[src/hdl/ccr_defs.svh]
// Constants for the core clock ratio and stop-clock block.
`ifndef CCR_DEFS_SVH
`define CCR_DEFS_SVH
`define CCR_CODE_1_3      2'h1
`define CCR_CODE_2_5      2'h0
`define CCR_CODE_1_2      2'h2
`define CCR_CODE_2_3      2'h3
`define CCR_RATIO_NUM_1_3 3'h1
`define CCR_RATIO_DEN_1_3 3'h3
`define CCR_RATIO_NUM_2_5 3'h2
`define CCR_RATIO_DEN_2_5 3'h5
`define CCR_RATIO_NUM_1_2 3'h1
`define CCR_RATIO_DEN_1_2 3'h2
`define CCR_RATIO_NUM_2_3 3'h2
`define CCR_RATIO_DEN_2_3 3'h3
`define CCR_RST_RATIO     2'h2
`define CCR_SYNC_STAGES   2
`endif

[src/hdl/ccr_pkg.sv]
// Types for the core clock ratio and stop-clock block.
`default_nettype none
package ccr_pkg;
  typedef struct packed {
    logic [2:0] num;
    logic [2:0] den;
    logic       reserved;
  } ccr_ratio_t;
  typedef enum logic [3:0] {
    CCR_RUN   = 4'h1,
    CCR_DRAIN = 4'h2,
    CCR_GRANT = 4'h4,
    CCR_STOP  = 4'h8
  } ccr_state_t;
endpackage
`default_nettype wire

[src/hdl/ccr_sync.sv]
// Two-stage level synchroniser.
`default_nettype none
module ccr_sync #(
  parameter logic RESET_VAL = 1'b1
) (
  input  wire logic clk,
  input  wire logic rst_b,
  input  wire logic d_in,
  output var  logic q_out
);
  logic meta_reg;
  always_ff @(posedge clk) begin
    if (!rst_b) begin
      meta_reg <= RESET_VAL;
      q_out    <= RESET_VAL;
    end else begin
      meta_reg <= d_in;
      q_out    <= meta_reg;
    end
  end
endmodule
`default_nettype wire

[src/hdl/ccr_top.sv]
// Bus-to-core ratio selection and stop-clock handshake.
// Functional notes
// - Decode straps: 01=1/3,00=2/5,10=1/2,11=2/3.
// - Older variant: floating straps give 2/3.
// - Newer variant: floating straps give 1/2.
// - 100 MHz parts accept 1/2 or 2/3.
// - Stop request halts internal core clock.
// - Halt at boundary unless interrupt pending.
// - Issue stop-grant acknowledge after halting.
// - Snoops and interprocessor requests still served.
`include "ccr_defs.svh"
`default_nettype none
module ccr_top #(
  parameter logic NEWER_VARIANT = 1'b0
) (
  input  wire logic              clk,
  input  wire logic              rst_b,
  input  wire logic              ratio_strap_hi,
  input  wire logic              ratio_strap_lo,
  input  wire logic              strap_hi_floating,
  input  wire logic              strap_lo_floating,
  input  wire logic              halt_core_clock_req_n,
  input  wire logic              insn_boundary,
  input  wire logic              intr_pending,
  input  wire logic              grant_cycle_done,
  input  wire logic              snoop_req,
  input  wire logic              ipi_req,
  output var  ccr_pkg::ccr_ratio_t ratio,
  output var  logic              core_clk_en,
  output var  logic              exec_halt,
  output var  logic              stop_grant_cycle,
  output var  logic              service_ack
);
  logic                req_sync_n;
  logic                captured_reg;
  ccr_pkg::ccr_state_t state_reg;
  ccr_pkg::ccr_state_t state_next;

  // Floating straps resolve to the variant default; the newer variant still decodes 2/3 but sets its reserved bit.
  function automatic ccr_pkg::ccr_ratio_t decode_ratio(input logic [1:0] code, input logic newer);
    ccr_pkg::ccr_ratio_t r;
    r = '{num: `CCR_RATIO_NUM_1_2, den: `CCR_RATIO_DEN_1_2, reserved: 1'b0};
    unique case (code)
      `CCR_CODE_1_3: r = '{num: `CCR_RATIO_NUM_1_3, den: `CCR_RATIO_DEN_1_3, reserved: 1'b0};
      `CCR_CODE_2_5: r = '{num: `CCR_RATIO_NUM_2_5, den: `CCR_RATIO_DEN_2_5, reserved: 1'b0};
      `CCR_CODE_1_2: r = '{num: `CCR_RATIO_NUM_1_2, den: `CCR_RATIO_DEN_1_2, reserved: 1'b0};
      `CCR_CODE_2_3: r = '{num: `CCR_RATIO_NUM_2_3, den: `CCR_RATIO_DEN_2_3, reserved: newer};
    endcase
    return r;
  endfunction

  function automatic logic [1:0] strap_code(input logic hi, input logic lo, input logic fhi,
                                            input logic flo, input logic newer);
    logic [1:0] c;
    c = {hi, lo};
    if (fhi && flo) begin
      c = newer ? `CCR_CODE_1_2 : `CCR_CODE_2_3;
    end
    return c;
  endfunction

  ccr_sync #(
    .RESET_VAL (1'b1)
  ) u_req_sync (
    .clk   (clk),
    .rst_b (rst_b),
    .d_in  (halt_core_clock_req_n),
    .q_out (req_sync_n)
  );

  // Straps are caught on the first edge after release; reset itself loads only the fixed 1/2 ratio.
  always_ff @(posedge clk) begin
    if (!rst_b) begin
      captured_reg <= 1'b0;
      ratio        <= '{num: 3'h1, den: 3'h2, reserved: 1'b0};
    end else if (!captured_reg) begin
      captured_reg <= 1'b1;
      ratio        <= decode_ratio(strap_code(ratio_strap_hi, ratio_strap_lo, strap_hi_floating,
                                              strap_lo_floating, NEWER_VARIANT), NEWER_VARIANT);
    end
  end

  always_comb begin
    state_next = state_reg;
    unique case (state_reg)
      ccr_pkg::CCR_RUN: begin
        if (!req_sync_n) begin
          state_next = ccr_pkg::CCR_DRAIN;
        end
      end
      ccr_pkg::CCR_DRAIN: begin
        if (req_sync_n) begin
          state_next = ccr_pkg::CCR_RUN;
        end else if (insn_boundary && !intr_pending) begin
          state_next = ccr_pkg::CCR_GRANT;
        end
      end
      ccr_pkg::CCR_GRANT: begin
        if (grant_cycle_done) begin
          state_next = ccr_pkg::CCR_STOP;
        end
      end
      ccr_pkg::CCR_STOP: begin
        if (req_sync_n) begin
          state_next = ccr_pkg::CCR_RUN;
        end
      end
      default: state_next = ccr_pkg::CCR_RUN;
    endcase
  end

  always_ff @(posedge clk) begin
    if (!rst_b) begin
      state_reg <= ccr_pkg::CCR_RUN;
    end else begin
      state_reg <= state_next;
    end
  end

  // Outputs are registered from the next state so they line up with the state register.
  always_ff @(posedge clk) begin
    if (!rst_b) begin
      core_clk_en      <= 1'b1;
      exec_halt        <= 1'b0;
      stop_grant_cycle <= 1'b0;
    end else begin
      core_clk_en      <= (state_next != ccr_pkg::CCR_STOP);
      exec_halt        <= (state_next == ccr_pkg::CCR_GRANT) || (state_next == ccr_pkg::CCR_STOP);
      stop_grant_cycle <= (state_next == ccr_pkg::CCR_GRANT);
    end
  end

  // Snoop logic runs on the bus clock, so it keeps answering while the core clock is stopped.
  always_ff @(posedge clk) begin
    if (!rst_b) begin
      service_ack <= 1'b0;
    end else begin
      service_ack <= snoop_req || ipi_req;
    end
  end
endmodule
`default_nettype wire

[config.mk]
export PLATFORM = sky130hd
export DESIGN_NAME = ccr_top
export DESIGN_NICKNAME = d
export VERILOG_FILES = /design/src/hdl/ccr_pkg.sv /design/src/hdl/ccr_sync.sv /design/src/hdl/ccr_top.sv
export VERILOG_INCLUDE_DIRS = /design/src /design/src/hdl
export SDC_FILE = /design/constraint.sdc
export NUM_CORES = 1
export LEC_CHECK = 0
export BUFFER_PORTS_ARGS = -buffer_cell sky130_fd_sc_hd__buf_4
export CAP_MARGIN = 20
export CORE_MARGIN = 2
export CORE_UTILIZATION = 34
export DETAILED_ROUTE_END_ITERATION = 7
export SYNTH_ARGS = -nofsm -noshare
export SYNTH_HDL_FRONTEND = slang
export SYNTH_SLANG_ARGS = --single-unit
[constraint.sdc]
create_clock -name clk -period 1.15 [get_ports clk]
set_input_delay 0.115 -clock clk [delete_from_list [all_inputs] [get_ports clk]]
set_output_delay 0.115 -clock clk [all_outputs]
set_load 0.05 [all_outputs]
* After elaboration in Yosys (flattened, before gate mapping)
Cells that the tools add are included.
** Word-level totals
- Flip-flop bits (word level) :: 18
- Input bits :: 12
- Output and inout port bits :: 11
** Cells by class
- Equal/unequal tests :: 10
- Muxes and demuxes :: 11
- Reduce and logical (&&, ||, !) cells :: 6
** Operators with widths (number)
- $pmux W7 S4 :: 1
- $mux W4 :: 5
- $pmux W4 S4 :: 1
- $eq A4 B3 Y1 const B :: 2
- $eq A4 B4 Y1 const B :: 2
- $mux W2 :: 3
- $eq A2 B2 Y1 const B :: 2
- $eq A4 B1 Y1 const B :: 1
- $eq A4 B2 Y1 const B :: 1
- $ne A4 B4 Y1 const B :: 1
- $eq A2 B1 Y1 const B :: 1
- $logic_and A1 B1 Y1 :: 2
- $logic_not A2 Y1 :: 1
- $logic_or A1 B1 Y1 :: 2
- $logic_not A1 Y1 :: 1
- $mux W1 :: 1

* Longest topological paths before layout
Gate-level depths: netlist of run 1.
- Depth after elaboration :: 7
- Gate-level depth with buffers :: 6
- Depth with buffers taken out :: 6

* Cells and area by module
A second synthesis of run 1 with hierarchy kept.
** Second synthesis, totals
- Cells, all modules :: 70
- Area, all modules :: 673.1 µm²
** By module, submodules not included
- ccr_top :: instances 1, cells each 66, area each 620.6 µm²
- ccr_sync :: instances 1, cells each 4, area each 52.6 µm²

* Worst setup path before layout of run 1
Ideal clock, no wire load.
- Path kind :: register to register
- From :: register state_reg[0]
- To :: register core_clk_en
- Setup time :: 0.127 ns
- Arrival time :: 1.149 ns
- Data required time :: 1.023 ns
- Setup slack :: -0.126 ns
- Cell stages (with the launch flop) :: 4
- Clock period less this slack :: 1.276 ns
- Path through :: dfxtp_1 -> nor4b_1 -> a211oi_2 -> or3_1
** Between the ends
- Word-level cells in the longest chain between the ends :: 4
- Elaborated cells between the ends (all ways) :: 11
- Classes of those cells :: 5 x eq/ne; 6 x mux
** Ends and longest elaborated chain
- start: declaration :: line ccr_top.sv:36 : ccr_pkg::ccr_state_t state_reg;
- start signal: assignment :: line ccr_top.sv:114 : state_reg <= ccr_pkg::CCR_RUN;
- start signal: assignment :: line ccr_top.sv:116 : state_reg <= state_next;
- $mux W4 :: line ccr_top.sv:94 : end else if (insn_boundary && !intr_pending) begin
- $mux W4 :: line ccr_top.sv:92 : if (req_sync_n) begin
- $pmux W4 S4 * :: line ccr_top.sv:85 : unique case (state_reg)
- $ne A4 B4 Y1 * :: line ccr_top.sv:127 : core_clk_en <= (state_next != ccr_pkg::CCR_STOP);
- end signal: assignment :: line ccr_top.sv:127
- end: declaration :: line ccr_top.sv:29 : output var logic core_clk_en,
Mark *: on every way between the ends. The rest lies on a longest branch, timed or not.
A chain may end at the register's enable or synchronous reset.

* Worst setup path after layout of run 1
- From :: register state_reg[1]
- To :: register core_clk_en
The elaborated chain is that of the path after synthesis.

==> out/metrics.csv, run 1 <==
metric,value,unit
p_leak,0.468,nW
start_util,35.0,%
die-area,2350,µm²
io_pins,23,
cts.sinks,16,
port_buffers,20,
busiest_layer,met2,
fin_cells,128,
drv_slew,0,
syn2layout_area_growth,49.1,%
setup_slack,-0.124,ns
place_congestion,0.759,
finalHoldViolCount,0,
final_nets,117,
path_buf_inv,0,
min_path_type,in -> reg,
final_area,1000,µm²
insertedDiodeCount,0,
crit_slowest_cell,dfxtp_4,
ys_top_cells_by_area,"dfxtp_1 48%, ha_1 5.6%, nor2_1 5.0%",
synthCells,70,
violations,setup timing,
ir_worst_vdd,0.811,mV
status,finished with violations,
grt_pass1_vias,580,
clkLatencyLatePin,0.28,ns
cts_root_buffer,clkbuf_4,
grt_max_degree,10,
dp_hpwl,1.03,mm
seq_area_frac_synth,47.6,%
core_area,1920,µm²
synth_top_area_share,47.6,%
num-fill-cells,198,
dieWidth,48.5,µm
syn_avg_cell_area,9.62,µm²
grt_pass1_wl,2.42,mm
grtUsageMet3,3.09,%
antenna_found_initial,0,
drc,0,
crit_required,1.32,ns
ant_nets,0,
ys.flop_type,dfxtp_1,
place_area,915,µm²
path_clk_slew,0.09,ns
drt-pass1-iter-count,4,
path_max_fanout,6,
grtUsageTotal,13.3,%
yosysTopAreaCell,dfxtp_1,
power.density,1130,nW/µm²
h-tree-depth,1,
postLayoutCoreUtil,52.2,%
cts_tree,built,
via_per_inst,4.53,
setup_viol,7,
critical_path.max_stage_delay,0.39,ns
synth_cell_types,28,
dieHeight,48.5,µm
multiInputGateArea,365,µm²
num_vias,580,
overflow,0,
num_rows,16,
rsz0062_at_grt,true,
syn_area,673,µm²
critPathArrivalTime,1.45,ns
yosysWarnings,0,
timing.fmax,785,MHz
dp_cells,122,
synth-edff-count,0,
crit_path_start_kind,flip-flop,
endpoint_kind,flip-flop,
grtUsageMet2,22.5,%
drive_above_1_share,43.6,%
synth-seq-cells,16,
largest_reg_flops,5,
drtIter0Drc,11,
critPathTopFamily,simple AND/OR/NAND/NOR gates,
period_minus_slack,1.27,ns
seqCellArea,333,µm²
cts_buffers,3,
max_cap_violations,0,
wl,1.36,mm
wl_per_cell,10.6,µm
grtUsageMet1,15.1,%
synthArstFlopShare,0,%
crit_chain,nor4b_4 -> a211oi_2 -> or3_1,
period_share,111,%
worst-setup-path-type,reg -> reg,
skew,0.00598,ns
clockBufferDepth,2,
fin_setup_tns,-0.416,ns
final timing paths:
check / start / to / slack (ns) / cells past startpoint
max reg2reg: state_reg[1] / core_clk_en / -0.12 / 3
max: state_reg[1] / core_clk_en / -0.12 / 3
min reg2reg: u_req_sync.meta_reg / u_req_sync.q_out / 0.41 / 1
min: halt_core_clock_req_n / u_req_sync.meta_reg / 0.02 / 2
repair_timing:
item                       4_1_cts  5_1_grt
gates cloned                     0        0
pin swaps                        1        0
setup endpoints to repair        7        7
resized for setup                8        1
hold endpoints to repair         1        0
hold buffers                     1        0
buffers inserted                 1        0
worst register-to-register path: cells and delay by family, from the launching register on:
family	cells	cell delay [ns]
AO/OA/AOI/OAI	1	0.09
flip-flops	1	0.39
AND/OR/NAND/NOR	2	0.68
layer usage:
layer	part of all wire, %	up-vias
li1	-	300
met1	42	260
met2	51	16
met3	4.7	4
met4	2.5	0
met5	0	-
area by class of cell:
type                    instances  area share, %
clock buffers                   4           3.62
multi-input cells              48           36.4
flip-flops and latches         16           33.2
repair buffers                 29           21.9
inverters                       4           1.50
well taps                      27           3.37
synthesized netlist by cell type, types with 2 or more instances:
master	number
dfxtp_1	16
nor2_1	9
nor3_1	4
a21oi_1	3
ha_1	3
inv_1	3
mux2i_1	3
nand2b_1	3
o21ai_0	3
buf_4	2
nand2_1	2
nor2b_1	2
nor4b_1	2
report_power, final:
group          internal, mW  total, mW  switching (mW)
Combinational        0.0829      0.193           0.110
Clock                 0.192      0.361           0.169
Sequential            0.568      0.584          0.0161
cell families after synthesis:
family,Yosys count,synth area share [%]
adders and majority gates,3,5.58
xor gates and xnor gates,1,1.30
DFF,16,47.6
and+or+nand+nor,27,23.0
other,1,0.557
buffers and inverters,7,5.02
AOI/OAI and AO/OA,12,12.5
muxes,3,4.46
layout by cell type, fill, tap and decap left out, types with 3 or more instances in the layout:
cell type  instances
ha_1               3
clkbuf_4           3
a21oi_1            3
dfxtp_4            3
buf_4             28
mux2i_1            3
nor2_1             9
dfxtp_1           12
inv_1              3
nand2b_1           3
nor3_2             4
through the flow:
step / setup slack (ns) / hold slack [ns] / power, mW
floorplan: -0.0529 / 0.143 / 0.717
global placement: -0.105 / 0.285 / 0.788
detailed placement: -0.109 / 0.286 / 0.790
CTS: -0.117 / 0.00670 / 1.16
global route: -0.158 / 0.00735 / 1.21
finish: -0.124 / 0.0166 / 1.14
(Power assumes the default switching activity.)
==> run 2: changes to the inputs <==
--- a/config.mk
+++ b/config.mk
@@ -11,6 +11,8 @@
 export CORE_MARGIN = 2
 export CORE_UTILIZATION = 34
 export DETAILED_ROUTE_END_ITERATION = 7
+export PLACE_DENSITY = 0.66
+export REMOVE_ABC_BUFFERS = 1
 export SYNTH_ARGS = -nofsm -noshare
 export SYNTH_HDL_FRONTEND = slang
 export SYNTH_SLANG_ARGS = --single-unit
==> out/metrics.csv, run 2 (same netlist as run 1, synthesis figures left out) <==
metric,value,unit
status,finished with violations,
violations,setup timing,
ant_nets,0,
grt_pass1_wl,2.42,mm
p_sw_share,26.3,%
final_nets,119,
min_path_type,in -> reg,
largest_reg_flops,5,
power.density,1100,nW/µm²
period_minus_slack,1.26,ns
path_buf_inv,0,
cts_buffers,3,
drtIter0Drc,5,
multiInputGateArea,377,µm²
seqCellArea,335,µm²
p_leak,0.484,nW
path_clk_slew,0.09,ns
cts_tree,built,
fin_setup_tns,-0.393,ns
rsz0062_at_grt,true,
io_pins,23,
critPathArrivalTime,1.43,ns
core_area,1920,µm²
dieWidth,48.5,µm
num_rows,16,
die-area,2350,µm²
clockBufferDepth,2,
crit_path_start_kind,flip-flop,
skew,0.000577,ns
crit_chain,nor4b_2 -> a211oi_2 -> or3_1,
fin_cells,130,
syn2layout_area_growth,53.9,%
grt_max_degree,10,
cts.sinks,16,
clockPowerShare,31.9,%
p_seq_share,51.0,%
h-tree-depth,1,
crit_required,1.32,ns
port_buffers,20,
place_congestion,0.777,
drv_slew,0,
ir_worst_vdd,0.835,mV
num_vias,607,
wl_per_cell,10.5,µm
worst-setup-path-type,reg -> reg,
mostFrequentLayoutCells,"29 x buf_4, 12 x dfxtp_1, 9 x nor2_1, 4 x dfxtp_4",
final_area,1040,µm²
period_share,109,%
critical_path.max_stage_delay,0.39,ns
postLayoutCoreUtil,53.9,%
max_cap_violations,0,
p_sw,0.301,mW
start_util,35.0,%
layout_commonest_cell,buf_4,
critPathTopFamily,simple AND/OR/NAND/NOR gates,
setup_viol,6,
grt_pass1_vias,613,
overflow,0,
cellInternalPower,0.841,mW
place_area,902,µm²
path_max_fanout,6,
grtUsageTotal,13.3,%
endpoint_kind,flip-flop,
setup_slack,-0.107,ns
drive_above_1_share,46.6,%
via_per_inst,4.67,
power_frac_comb,17.2,%
num-fill-cells,197,
wl,1.37,mm
insertedDiodeCount,0,
dieHeight,48.5,µm
timing.fmax,796,MHz
cts_root_buffer,clkbuf_4,
finalHoldViolCount,0,
drc,0,
dp_hpwl,987,µm
crit_slowest_cell,dfxtp_4,
antenna_found_initial,0,
clkLatencyLatePin,0.28,ns
dp_cells,123,
drt-pass1-iter-count,2,
p_total,1.14,mW
run 2: worst reg2reg max path: cells and delay by family (launching register included):
family | cells | cell delay (ns)
AND/OR/NAND/NOR | 2 | 0.65
flip-flops | 1 | 0.39
AO/OA/AOI/OAI | 1 | 0.11
run 2: what timing repair did:
action                                 4_1_cts  5_1_grt
setup buffers                                1        1
pin swaps                                    2        2
gates resized for setup                     10       10
setup endpoints to repair                    7        7
hold buffers                                 1        0
endpoints found under the hold margin        1        0
run 2: power groups by stage:
stage	registers (mW)	clock network, mW	logic (mW)
global route	0.585	0.394	0.213
finish	0.582	0.364	0.196
floorplan	0.645	0	0.0635
CTS	0.586	0.371	0.191
detailed placement	0.601	0	0.186
global placement	0.601	0	0.184
run 2: layout make-up:
| cell class | count | area share (%) |
|---|---|---|
| Sequential cell | 16 | 32.4 |
| Clock buffer | 4 | 3.50 |
| Tap cell | 27 | 3.26 |
| Timing Repair Buffer | 31 | 23.1 |
| Multi-Input combinational cell | 48 | 36.4 |
| Inverter | 4 | 1.45 |
run 2: per-layer routing:
| layer | global-route usage (%) | vias up | share of wire, % |
|---|---|---|---|
| met4 | 10.0 | 0 | 1.5 |
| li1 | - | 300 | - |
| met5 | 0 | - | 0 |
| met1 | 15.2 | 286 | 41 |
| met3 | 2.47 | 4 | 5.4 |
| met2 | 22.0 | 17 | 52 |
run 2: through the flow:
stage	hold WS, ns	worst slack (ns)
floorplan	0.143	-0.126
global placement	0.286	-0.129
detailed placement	0.284	-0.151
CTS	0.00400	-0.0889
global route	0.0165	-0.157
finish	0.0121	-0.107
run 2: path summary, 6_finish.rpt:
| path | startpoint | to | slack, ns | depth (start not counted) |
|---|---|---|---|---|
| setup / recovery | state_reg[1] | core_clk_en | -0.11 | 3 |
| hold reg to reg | u_req_sync.meta_reg | u_req_sync.q_out | 0.41 | 1 |
| setup reg to reg | state_reg[1] | core_clk_en | -0.11 | 3 |
| hold / removal | halt_core_clock_req_n | u_req_sync.meta_reg | 0.01 | 2 |
